`src/rtl/scgs_pkg.sv`:
```
package scgs_pkg;

  // Upload word: address nibble on top, value below
  localparam int ADDR_W = 4;
  localparam int DATA_W = 12;
  localparam int WORD_W = ADDR_W + DATA_W;

  typedef struct packed {
    logic [ADDR_W-1:0] addr;
    logic [DATA_W-1:0] data;
  } scgs_word_s;

  // Register addresses on the upload ports
  localparam logic [ADDR_W-1:0] REG_CORE_TEST = 4'h0;
  localparam logic [ADDR_W-1:0] REG_AMP_CTRL = 4'h1;
  localparam logic [ADDR_W-1:0] REG_COARSE_BLACK = 4'h2;
  localparam logic [ADDR_W-1:0] REG_FINE_BLACK = 4'h3;
  localparam logic [ADDR_W-1:0] REG_CONVERTER = 4'h4;
  localparam logic [ADDR_W-1:0] REG_INT_TIME = 4'h5;
  localparam logic [ADDR_W-1:0] REG_GRANULARITY = 4'h6;
  localparam logic [ADDR_W-1:0] REG_X_START = 4'h7;
  localparam logic [ADDR_W-1:0] REG_Y_START = 4'h8;

  // Register widths
  localparam int CORE_W = 8;
  localparam int AMP_W = 7;
  localparam int DAC_W = 7;
  localparam int CONV_W = 3;
  localparam int GRAN_W = 2;
  localparam int POS_W = 11;
  localparam int ADC_W = 10;

  // Core test and sub-sampling fields
  localparam int TEST_EVEN_BIT = 0;
  localparam int TEST_ODD_BIT = 1;
  localparam int HSUB_LSB = 2;
  localparam int HSUB_MSB = 4;
  localparam int VSUB_LSB = 5;
  localparam int VSUB_MSB = 7;
  localparam int SUB_W = 3;

  // Output amplifier fields
  localparam int AMP_GAIN_LSB = 0;
  localparam int AMP_GAIN_MSB = 3;
  localparam int AMP_UNITY_BIT = 4;
  localparam int AMP_DUAL_BIT = 5;
  localparam int AMP_POWER_BIT = 6;
  localparam int GAIN_W = 4;

  // Converter option fields
  localparam int ADC_OE_BIT = 0;
  localparam int ADC_LINEAR_BIT = 1;
  localparam int ADC_POL_BIT = 2;

  // Reset values
  localparam logic [CORE_W-1:0] CORE_TEST_RESET = 8'h00;
  localparam logic [AMP_W-1:0] AMP_RESET = 7'h00;
  localparam logic [DAC_W-1:0] COARSE_RESET = 7'h00;
  localparam logic [DAC_W-1:0] FINE_RESET = 7'h40;
  localparam logic [CONV_W-1:0] CONV_RESET = 3'h0;
  localparam logic [DATA_W-1:0] INT_TIME_RESET = 12'h00A;
  localparam logic [GRAN_W-1:0] GRAN_RESET = 2'h0;
  localparam logic [POS_W-1:0] POS_RESET = 11'h000;

  // Sequencer phase lengths in granulated periods
  localparam int PHASE_W = 3;
  localparam logic [PHASE_W-1:0] RESET_PERIODS = 3'h4;
  localparam logic [PHASE_W-1:0] PREP_PERIODS = 3'h2;

  // Granulated clock divider: 32, 64, 128 or 256 system clocks
  localparam int DIV_W = 8;

  function automatic logic [DIV_W-1:0] gran_last(
    input logic [GRAN_W-1:0] sel
  );
    case (sel)
      2'h0: gran_last = 8'h1F;
      2'h1: gran_last = 8'h3F;
      2'h2: gran_last = 8'h7F;
      default: gran_last = 8'hFF;
    endcase
  endfunction : gran_last

  // Gamma law: slope two below the knee, one half above
  localparam logic [ADC_W-1:0] GAMMA_KNEE = 10'h100;
  localparam logic [ADC_W-1:0] GAMMA_BASE = 10'h180;

  // Shutter sequencer states
  typedef enum logic [5:0] {
    SEQ_IDLE = 6'h01,
    SEQ_START_HELD = 6'h02,
    SEQ_CORE_RESET = 6'h04,
    SEQ_INTEGRATE = 6'h08,
    SEQ_STOP_HELD = 6'h10,
    SEQ_PREP_READ = 6'h20
  } scgs_seq_e;

  // Image core controls
  typedef struct packed {
    logic tie_odd;
    logic tie_even;
    logic [SUB_W-1:0] hsub;
    logic [SUB_W-1:0] vsub;
  } scgs_core_s;

  // Output amplifier controls
  typedef struct packed {
    logic [GAIN_W-1:0] gain;
    logic unity;
    logic second_standby;
    logic amp_standby;
  } scgs_amp_s;

endpackage : scgs_pkg

```
`src/rtl/scgs_gran_div.sv`:
```
`timescale 1ns/1ps
`default_nettype none
module scgs_gran_div (
  input wire logic clock_in,
  input wire logic reset_in,
  input wire logic [scgs_pkg::GRAN_W-1:0] gran_sel_in,
  input wire logic restart_in,
  output logic tick_out
);

  typedef struct packed {
    logic [scgs_pkg::DIV_W-1:0] cnt;
    logic tick;
  } scgs_div_s;

  scgs_div_s st_reg;
  scgs_div_s st_next;

  // Free divider; restart realigns phase to the shutter start
  always_comb begin
    st_next = st_reg;
    st_next.tick = 1'b0;
    if (restart_in) begin
      st_next.cnt = '0;
    end else if (st_reg.cnt >= scgs_pkg::gran_last(gran_sel_in)) begin
      st_next.cnt = '0;
      st_next.tick = 1'b1;
    end else begin
      st_next.cnt = st_reg.cnt + 8'h01;
    end
  end

  always_ff @(posedge clock_in) begin
    if (reset_in) begin
      st_reg <= '0;
    end else begin
      st_reg <= st_next;
    end
  end

  assign tick_out = st_reg.tick;

endmodule : scgs_gran_div
`default_nettype wire

```
`src/rtl/scgs_serial_rx.sv`:
```
`timescale 1ns/1ps
`default_nettype none
module scgs_serial_rx (
  input wire logic clock_in,
  input wire logic reset_in,
  input wire logic select_in,
  input wire logic ser_clk_in,
  input wire logic ser_data_in,
  input wire logic ser_en_in,
  output scgs_pkg::scgs_word_s word_out,
  output logic word_valid_out
);

  typedef struct packed {
    logic [2:0] clk_sync;
    logic [1:0] data_sync;
    logic [2:0] en_sync;
    logic [scgs_pkg::WORD_W-1:0] shift;
    scgs_pkg::scgs_word_s word;
    logic valid;
  } scgs_ser_s;

  scgs_ser_s st_reg;
  scgs_ser_s st_next;

  // Pins are slow (at most 2.5 MHz), so sampling at 10 MHz is safe
  always_comb begin
    st_next = st_reg;
    st_next.clk_sync = {st_reg.clk_sync[1:0], ser_clk_in};
    st_next.data_sync = {st_reg.data_sync[0], ser_data_in};
    st_next.en_sync = {st_reg.en_sync[1:0], ser_en_in};
    st_next.valid = 1'b0;
    if (st_reg.clk_sync[1] && !st_reg.clk_sync[2]) begin
      st_next.shift = {st_reg.shift[scgs_pkg::WORD_W-2:0],
                       st_reg.data_sync[1]};
    end
    if (st_reg.en_sync[1] && !st_reg.en_sync[2] && select_in) begin
      st_next.word = st_reg.shift;
      st_next.valid = 1'b1;
    end
  end

  always_ff @(posedge clock_in) begin
    if (reset_in) begin
      st_reg <= '0;
    end else begin
      st_reg <= st_next;
    end
  end

  assign word_out = st_reg.word;
  assign word_valid_out = st_reg.valid;

endmodule : scgs_serial_rx
`default_nettype wire

```
`src/rtl/scgs_top.sv`:
```
`timescale 1ns/1ps
`default_nettype none
module scgs_top (
  input wire logic clock_in,
  input wire logic reset_in,
  input wire logic interface_select_pin_in,
  input wire logic serial_select_pin_in,
  input wire logic [scgs_pkg::WORD_W-1:0] par_data_in,
  input wire logic par_write_in,
  input wire logic ser_clk_in,
  input wire logic ser_data_in,
  input wire logic ser_en_in,
  input wire logic shutter_start_in,
  input wire logic shutter_stop_in,
  input wire logic [scgs_pkg::ADC_W-1:0] adc_sample_in,
  output scgs_pkg::scgs_core_s core_out,
  output scgs_pkg::scgs_amp_s amp_out,
  output logic [scgs_pkg::DAC_W-1:0] coarse_level_out,
  output logic [scgs_pkg::DAC_W-1:0] fine_level_out,
  output logic [scgs_pkg::ADC_W-1:0] adc_data_out,
  output logic adc_data_oe_n_out,
  output logic [scgs_pkg::POS_W-1:0] x_start_out,
  output logic [scgs_pkg::POS_W-1:0] y_start_out,
  output logic timeout_out,
  output logic core_reset_out,
  output logic integrating_out,
  output logic core_readable_out,
  output logic seq_suspended_out
);

  typedef struct packed {
    // Pin synchronisers
    logic [1:0] if_sync;
    logic [1:0] ser_sync;
    logic [scgs_pkg::WORD_W-1:0] pdata_meta;
    logic [scgs_pkg::WORD_W-1:0] pdata_sync;
    logic [2:0] pwr_sync;
    logic [2:0] start_sync;
    logic [1:0] stop_sync;
    // Registers written over the upload ports
    logic [scgs_pkg::CORE_W-1:0] core_test;
    logic [scgs_pkg::AMP_W-1:0] amp_ctrl;
    logic [scgs_pkg::DAC_W-1:0] coarse;
    logic [scgs_pkg::DAC_W-1:0] fine;
    logic [scgs_pkg::CONV_W-1:0] conv;
    logic [scgs_pkg::DATA_W-1:0] int_time;
    logic [scgs_pkg::GRAN_W-1:0] gran;
    logic [scgs_pkg::POS_W-1:0] x_start;
    logic [scgs_pkg::POS_W-1:0] y_start;
    // Shutter sequencer
    scgs_pkg::scgs_seq_e seq;
    logic [scgs_pkg::DATA_W-1:0] int_cnt;
    logic [scgs_pkg::PHASE_W-1:0] phase;
    logic timeout;
    // Registered outputs
    scgs_pkg::scgs_amp_s amp_q;
    logic [scgs_pkg::ADC_W-1:0] adc_q;
    logic adc_oe_n;
  } scgs_top_s;

  scgs_top_s st_reg;
  scgs_top_s st_next;

  logic ser_select;
  logic gran_tick;
  logic start_fall;
  scgs_pkg::scgs_word_s ser_word;
  logic ser_valid;
  scgs_pkg::scgs_word_s par_word;
  logic par_valid;
  scgs_pkg::scgs_word_s up_word;
  logic up_valid;
  logic [scgs_pkg::ADC_W-1:0] adc_shaped;

  assign ser_select = !st_reg.if_sync[1] && st_reg.ser_sync[1];

  scgs_serial_rx u_serial (
    .clock_in(clock_in),
    .reset_in(reset_in),
    .select_in(ser_select),
    .ser_clk_in(ser_clk_in),
    .ser_data_in(ser_data_in),
    .ser_en_in(ser_en_in),
    .word_out(ser_word),
    .word_valid_out(ser_valid)
  );

  // divider phase aligned to start release
  assign start_fall = st_reg.start_sync[2] && !st_reg.start_sync[1];

  scgs_gran_div u_gran (
    .clock_in(clock_in),
    .reset_in(reset_in),
    .gran_sel_in(st_reg.gran),
    .restart_in(start_fall),
    .tick_out(gran_tick)
  );

  // parallel word taken on write strobe rise
  assign par_word = st_reg.pdata_sync;
  assign par_valid = st_reg.if_sync[1] && st_reg.pwr_sync[1] &&
                     !st_reg.pwr_sync[2];
  assign up_word = par_valid ? par_word : ser_word;
  assign up_valid = par_valid || ser_valid;

  always_comb begin
    if (st_reg.conv[scgs_pkg::ADC_LINEAR_BIT]) begin
      adc_shaped = adc_sample_in;
    end else if (adc_sample_in < scgs_pkg::GAMMA_KNEE) begin
      adc_shaped = {adc_sample_in[scgs_pkg::ADC_W-2:0], 1'b0};
    end else begin
      adc_shaped = scgs_pkg::GAMMA_BASE +
                   {1'b0, adc_sample_in[scgs_pkg::ADC_W-1:1]};
    end
  end

  // Next state: upload decode, sequencer, output shaping
  always_comb begin
    st_next = st_reg;
    st_next.if_sync = {st_reg.if_sync[0], interface_select_pin_in};
    st_next.ser_sync = {st_reg.ser_sync[0], serial_select_pin_in};
    st_next.pdata_meta = par_data_in;
    st_next.pdata_sync = st_reg.pdata_meta;
    st_next.pwr_sync = {st_reg.pwr_sync[1:0], par_write_in};
    st_next.start_sync = {st_reg.start_sync[1:0], shutter_start_in};
    st_next.stop_sync = {st_reg.stop_sync[0], shutter_stop_in};

    // Write decode; unknown addresses are ignored
    if (up_valid) begin
      case (up_word.addr)
        scgs_pkg::REG_CORE_TEST: begin
          st_next.core_test = up_word.data[scgs_pkg::CORE_W-1:0];
        end
        scgs_pkg::REG_AMP_CTRL: begin
          st_next.amp_ctrl = up_word.data[scgs_pkg::AMP_W-1:0];
        end
        scgs_pkg::REG_COARSE_BLACK: begin
          st_next.coarse = up_word.data[scgs_pkg::DAC_W-1:0];
        end
        scgs_pkg::REG_FINE_BLACK: begin
          st_next.fine = up_word.data[scgs_pkg::DAC_W-1:0];
        end
        scgs_pkg::REG_CONVERTER: begin
          st_next.conv = up_word.data[scgs_pkg::CONV_W-1:0];
        end
        scgs_pkg::REG_INT_TIME: begin
          st_next.int_time = up_word.data;
        end
        scgs_pkg::REG_GRANULARITY: begin
          st_next.gran = up_word.data[scgs_pkg::GRAN_W-1:0];
        end
        scgs_pkg::REG_X_START: begin
          st_next.x_start = {up_word.data[scgs_pkg::POS_W-1:1], 1'b0};
        end
        scgs_pkg::REG_Y_START: begin
          st_next.y_start = up_word.data[scgs_pkg::POS_W-1:0];
        end
        default: begin
          st_next.gran = st_reg.gran;
        end
      endcase
    end

    // timeout ends after one granulated period
    if (gran_tick) begin
      st_next.timeout = 1'b0;
    end

    case (st_reg.seq)
      scgs_pkg::SEQ_START_HELD: begin
        if (!st_reg.start_sync[1]) begin
          st_next.seq = scgs_pkg::SEQ_CORE_RESET;
          st_next.phase = '0;
          st_next.int_cnt = '0;
        end
      end
      scgs_pkg::SEQ_CORE_RESET, scgs_pkg::SEQ_INTEGRATE: begin
        if (gran_tick) begin
          st_next.int_cnt = st_reg.int_cnt + 12'h001;
          if (st_reg.phase == scgs_pkg::RESET_PERIODS - 3'h1) begin
            st_next.seq = scgs_pkg::SEQ_INTEGRATE;
          end else if (st_reg.seq == scgs_pkg::SEQ_CORE_RESET) begin
            st_next.phase = st_reg.phase + 3'h1;
          end
          if (st_reg.int_cnt + 12'h001 == st_reg.int_time) begin
            st_next.timeout = 1'b1;
          end
        end
      end
      scgs_pkg::SEQ_STOP_HELD: begin
        if (!st_reg.stop_sync[1]) begin
          st_next.seq = scgs_pkg::SEQ_PREP_READ;
          st_next.phase = '0;
        end
      end
      scgs_pkg::SEQ_PREP_READ: begin
        if (gran_tick) begin
          if (st_reg.phase == scgs_pkg::PREP_PERIODS - 3'h1) begin
            st_next.seq = scgs_pkg::SEQ_IDLE;
          end else begin
            st_next.phase = st_reg.phase + 3'h1;
          end
        end
      end
      scgs_pkg::SEQ_IDLE: begin
        st_next.phase = '0;
      end
      default: begin
        st_next.seq = scgs_pkg::SEQ_IDLE;
      end
    endcase

    // Stop wins over start; start restarts from any state, stop from any state except idle and read preparation
    if (st_reg.stop_sync[1] && st_reg.seq != scgs_pkg::SEQ_IDLE &&
        st_reg.seq != scgs_pkg::SEQ_PREP_READ) begin
      st_next.seq = scgs_pkg::SEQ_STOP_HELD;
    end else if (st_reg.start_sync[1]) begin
      st_next.seq = scgs_pkg::SEQ_START_HELD;
      st_next.timeout = 1'b0;
    end

    st_next.amp_q.gain =
      st_reg.amp_ctrl[scgs_pkg::AMP_UNITY_BIT] ? '0 :
      st_reg.amp_ctrl[scgs_pkg::AMP_GAIN_MSB:scgs_pkg::AMP_GAIN_LSB];
    st_next.amp_q.unity = st_reg.amp_ctrl[scgs_pkg::AMP_UNITY_BIT];
    // second path idle in single output
    st_next.amp_q.second_standby =
      !st_reg.amp_ctrl[scgs_pkg::AMP_DUAL_BIT] ||
      !st_reg.amp_ctrl[scgs_pkg::AMP_POWER_BIT];
    st_next.amp_q.amp_standby = !st_reg.amp_ctrl[scgs_pkg::AMP_POWER_BIT];

    st_next.adc_q = st_reg.conv[scgs_pkg::ADC_POL_BIT] ?
                    adc_shaped : ~adc_shaped;
    st_next.adc_oe_n = !st_reg.conv[scgs_pkg::ADC_OE_BIT];
  end

  // State register
  always_ff @(posedge clock_in) begin
    if (reset_in) begin
      st_reg <= '0;
      st_reg.core_test <= scgs_pkg::CORE_TEST_RESET;
      st_reg.amp_ctrl <= scgs_pkg::AMP_RESET;
      st_reg.coarse <= scgs_pkg::COARSE_RESET;
      st_reg.fine <= scgs_pkg::FINE_RESET;
      st_reg.conv <= scgs_pkg::CONV_RESET;
      st_reg.int_time <= scgs_pkg::INT_TIME_RESET;
      st_reg.gran <= scgs_pkg::GRAN_RESET;
      st_reg.x_start <= scgs_pkg::POS_RESET;
      st_reg.y_start <= scgs_pkg::POS_RESET;
      st_reg.seq <= scgs_pkg::SEQ_IDLE;
      st_reg.amp_q.amp_standby <= 1'b1;
      st_reg.amp_q.second_standby <= 1'b1;
      st_reg.adc_oe_n <= 1'b1;
    end else begin
      st_reg <= st_next;
    end
  end

  assign core_out.tie_odd = st_reg.core_test[scgs_pkg::TEST_ODD_BIT];
  assign core_out.tie_even = st_reg.core_test[scgs_pkg::TEST_EVEN_BIT];
  assign core_out.hsub =
    st_reg.core_test[scgs_pkg::HSUB_MSB:scgs_pkg::HSUB_LSB];
  assign core_out.vsub =
    st_reg.core_test[scgs_pkg::VSUB_MSB:scgs_pkg::VSUB_LSB];
  assign amp_out = st_reg.amp_q;
  // coarse code drives offset DAC directly
  assign coarse_level_out = st_reg.coarse;
  // fine code, mid-scale means no trim
  assign fine_level_out = st_reg.fine;
  assign adc_data_out = st_reg.adc_q;
  assign adc_data_oe_n_out = st_reg.adc_oe_n;
  assign x_start_out = st_reg.x_start;
  assign y_start_out = st_reg.y_start;
  assign timeout_out = st_reg.timeout;
  assign core_reset_out = st_reg.seq == scgs_pkg::SEQ_CORE_RESET;
  assign integrating_out = st_reg.seq == scgs_pkg::SEQ_INTEGRATE;
  assign core_readable_out = st_reg.seq == scgs_pkg::SEQ_IDLE;
  assign seq_suspended_out = st_reg.seq == scgs_pkg::SEQ_START_HELD ||
                             st_reg.seq == scgs_pkg::SEQ_STOP_HELD;

endmodule : scgs_top
`default_nettype wire

```
`config.mk`:
```
export PLATFORM = sky130hd
export DESIGN_NAME = scgs_top
export DESIGN_NICKNAME = d
export VERILOG_FILES = /design/src/rtl/scgs_pkg.sv /design/src/rtl/scgs_gran_div.sv /design/src/rtl/scgs_serial_rx.sv /design/src/rtl/scgs_top.sv
export SDC_FILE = /design/constraint.sdc
export NUM_CORES = 1
export LEC_CHECK = 0
export BUFFER_PORTS_ARGS = -buffer_cell sky130_fd_sc_hd__buf_2
export CAP_MARGIN = 20
export CORE_AREA = 3 3 96 166
export CTS_CLUSTER_DIAMETER = 150
export DETAILED_ROUTE_END_ITERATION = 7
export DIE_AREA = 0 0 99 169
export PLACE_DENSITY = 0.85
export SLEW_MARGIN = 20
export SYNTH_ARGS = -nofsm -noshare
export SYNTH_HDL_FRONTEND = slang
export SYNTH_HIERARCHICAL = 1
export SYNTH_SLANG_ARGS = --single-unit
```
`constraint.sdc`:
```
create_clock -name clock_in -period 4.3 [get_ports clock_in]
set_input_delay 0.645 -clock clock_in [delete_from_list [all_inputs] [get_ports clock_in]]
set_output_delay 0.645 -clock clock_in [all_outputs]
set_load 0.02 [all_outputs]
```
==> impl_summary.txt <==
----------------------------------------------------
[Status]
  Status ... completed

[Pwr]
  Combinational group share of total power ... 3.7%
  P_sw ... 740.2 uW
  Power Total ... 3655 uW
  Internal portion of total power ... 2915 uW
  Clk network pwr share ... 44.1%
  Switch share ... 20.25%
  Static leakage power ... 0.003445 uW
  PD cells ... 402.2 nW/um2
  Peak supply drop ... 0.3744 mV
  Relative contribution of sequential cells to total power ... 52.3%

[Timing]
  Final worst clock skew ... 0.01827 ns
  Final worst path period share ... 68.88%
  Max_slew headroom ... 24.61%
  Worst Tran Pin Value ... 1.099 ns
  Final WS setup ... 1.338 ns
  Final min period ... 2.962 ns
  Setup TNS ... 0 ns
  Count of pins over their slew limit ... 0
  Unrepaired setup endpoints after global routing ... no
  Final setup violation count ... 0
  Final count of hold timing violations ... 0
  Max Clock Freq ... 337.6 MHz

[Detailed routing]
  Iter 0 DRT Violations ... 327
  Drt total wl ... 16.85 mm
  DR vias/cell ... 5.453
  Detailed-router iteration count before antenna repair ... 5
  Average wire per standard cell ... 14.83 um
  Via count ... 6,195
  Residual DRC ... 0
  Antenna Nets Post-Route ... 0

[Cells and area]
  Layout Area Growth over Synthesis ... 5.983%
  Fillcell total ... 1,217
  Flip-flop count of the largest register after layout ... 49
  Number of antenna cells inserted ... 0
  Finished Core Util ... 61.24%
  Area of combinational cells with multiple inputs ... 3651 um2
  Total number of nets in the final design ... 988
  Most frequent cells in the layout ... 201 x sky130_fd_sc_hd__dfxtp_1, 106 x sky130_fd_sc_hd__nor2_1, 100 x sky130_fd_sc_hd__buf_2
  Leading cell type in the layout, fill and taps excluded ... sky130_fd_sc_hd__dfxtp_1
  Storage element area ... 4024 um2
  Share of final-layout standard cells stronger than drive strength 1 ... 16.79%

[Critical path]
  Reg-to-reg critical path startpoint ... st_reg[115]$_SDFF_PP0_
  Type of the setup path with the least slack ... flip-flop to flip-flop
  Slack of the worst reg-to-reg path ... 1.34 ns
  Type of element capturing the critical path ... flip-flop
  Worst-path fanout max ... 24
  Critical path required time ... 4.67 ns
  FF-to-FF End ... st_reg[75]$_SDFFE_PP0P_
  Startpoint types ... flip-flop
  Data arrival time of the worst path ... 3.33 ns
  Origin of the worst setup path ... st_reg[115]$_SDFF_PP0_
  Depth of the worst register-to-register path ... 5

[Placed design]
  Count of buffers inserted at the top-level ports ... 101
  Placer Congestion ... 0.9885
  Pre-CTS worst setup slack ... 1.400 ns
  Dpl hpwl ... 11.92 mm

[CTS]
  TritonCTS clock tree ... built
  Number of clock sinks ... 201
  Buffer cell driving the clock tree root ... sky130_fd_sc_hd__clkbuf_16
  CTS hold repair buffers ... 0
  Latest clock arrival within the worst-skew pair ... 0.48 ns
  Maximum buffer depth of the clock tree ... 3
  Post-cts gate resize count ... 0
  Post-CTS setup repair buffer count ... 0
  H-tree Lvls ... 1
  Post-CTS clock slew at the launch and capture registers of the worst setup and hold paths ... 0.06 ns
  Number of buffers created by CTS ... 18

[Worst hold path]
  Type of the tightest min-delay check ... input port to flip-flop
  Worst min-delay path startpoint ... ser_data_in
  Hold-critical path depth ... 2
  Endpoint of the worst hold path ... u_serial/st_next[37]$_SDFF_PP0_

[Yosys]
  Primary FF master, synth ... sky130_fd_sc_hd__dfxtp_1
  Number of flops mapped to enable cells by yosys ... 0
  Synth Cell Area ... 8574 um2
  Yosys Warn Count ... 6
  Ys async rst share ... 0%
  Cells after Synth ... 945
  Sequential share of the synthesized area ... 46.93%
  #FFs+latches synth ... 201
  Number of nets produced by synthesis ... 992
  Netlist cell types ... 62
  Syn avg cell area ... 9.074 um2

[Flow run]
  # Max-Cap Violations ... 0

[GRT]
  Global route overflow ... 0
  Total routing resource utilization after global routing ... 19.32%
  Global-route wire length before repair ... 26.94 mm
  Pin count of the biggest net entering global routing ... 129
  Vias in the first global route ... 5,732
  Number of antenna violations at the first check in global routing ... 0

[Floorplanning]
  Effective utilization at floorplan ... 57.79%
  Core outline area ... 14,840 um2
  Number of rows in the core area ... 59
  Die outline area ... 16,730 um2
  Die Ht ... 169 um
  Number of top-level pins ... 103
  Die Span X ... 99 um

----------------------------------------------------
## power by group through the flow
stage,Clock [uW],Combinational [uW],Sequential (uW)
final,1610,135,1910
after global routing,1710,150,1910
after CTS,1640,137,1910
after detailed placement,0,136,1950
after global placement,0,134,1950
after floorplan,0,112,1950
## per-stage QoR
stage / hold slack, ns / instances / cell area (um2)
floorplan: 0.3707 / 945 / 8574
global placement: 0.3860 / 1104 / 8483
detailed placement: 0.3923 / 1104 / 8483
CTS: 0.3585 / 1136 / 9087
global route: 0.3746 / 1136 / 9087
finish: 0.3730 / 1136 / 9087
## routing by layer
| metal | wire, um | vias to the layer above | GRT usage (%) |
|---|---|---|---|
| li1 | - | 3126 | - |
| met1 | 6355 | 2844 | 21.28 |
| met2 | 8972 | 178 | 36.50 |
| met3 | 894 | 47 | 2.722 |
| met4 | 624 | 0 | 7.669 |
| met5 | 0 | - | 0 |
## final cells by class
class	instances	share of cell area, %
inverter	12	0.4957
tap	183	2.520
clock buffer	26	5.741
timing repair buffer	104	5.879
sequential	201	44.28
multi-input combinational	604	40.18
clock inverter	6	0.9087
## worst max-delay path, stage by stage (launching register included)
cell	delay [ns]
sky130_fd_sc_hd__dfxtp_1	0.30
sky130_fd_sc_hd__and3b_1	0.89
sky130_fd_sc_hd__mux2i_4	0.48
sky130_fd_sc_hd__nor3b_4	0.76
sky130_fd_sc_hd__nor2_1	0.13
sky130_fd_sc_hd__a311oi_2	0.28
## worst max-delay path by stage
stage / end / cells after the start
floorplan: adc_data_out[1]$_SDFF_PP0_ / 7
global placement: st_reg[75]$_SDFFE_PP0P_ / 5
detailed placement: st_reg[75]$_SDFFE_PP0P_ / 5
CTS: st_reg[75]$_SDFFE_PP0P_ / 5
global route: st_reg[75]$_SDFFE_PP0P_ / 5
finish: st_reg[75]$_SDFFE_PP0P_ / 5
## logic make-up (layout without fill, tap and decap cells)
| family | after synthesis | after routing | share of synthesized area (%) |
|---|---|---|---|
| AO/OA/AOI/OAI | 182 | 182 | 14.04 |
| XOR/XNOR | 31 | 31 | 3.166 |
| adder cells (fa/ha/maj) | 11 | 11 | 1.605 |
| buffers and inverters | 140 | 148 | 10.55 |
| flip-flops | 201 | 201 | 46.93 |
| multiplexers | 24 | 24 | 3.093 |
| other | 1 | 1 | 0.04373 |
| AND/OR/NAND/NOR | 355 | 355 | 20.57 |
## synthesized netlist by cell type, drive strengths merged (7+ instances only)
library cell  count  area, um2
nand3            13      65.06
inv              12      45.04
xnor2            17      148.9
dfxtp           201       4024
a211oi           63      483.0
nand2b            8      50.05
mux2i            24      265.3
buf             103      764.5
nand4             7      50.05
xor2             14      122.6
nor2            107      404.1
nor3             12      60.06
or3               7      43.79
nor2b            62      387.9
nand3b            7      56.30
nand2            98      367.9
a21oi            57      322.8
clkbuf           25      95.09
ha               11      137.6
and2              8      51.30
o21ai            34      173.9
Note: power is estimated with default switching activity, not from simulation.
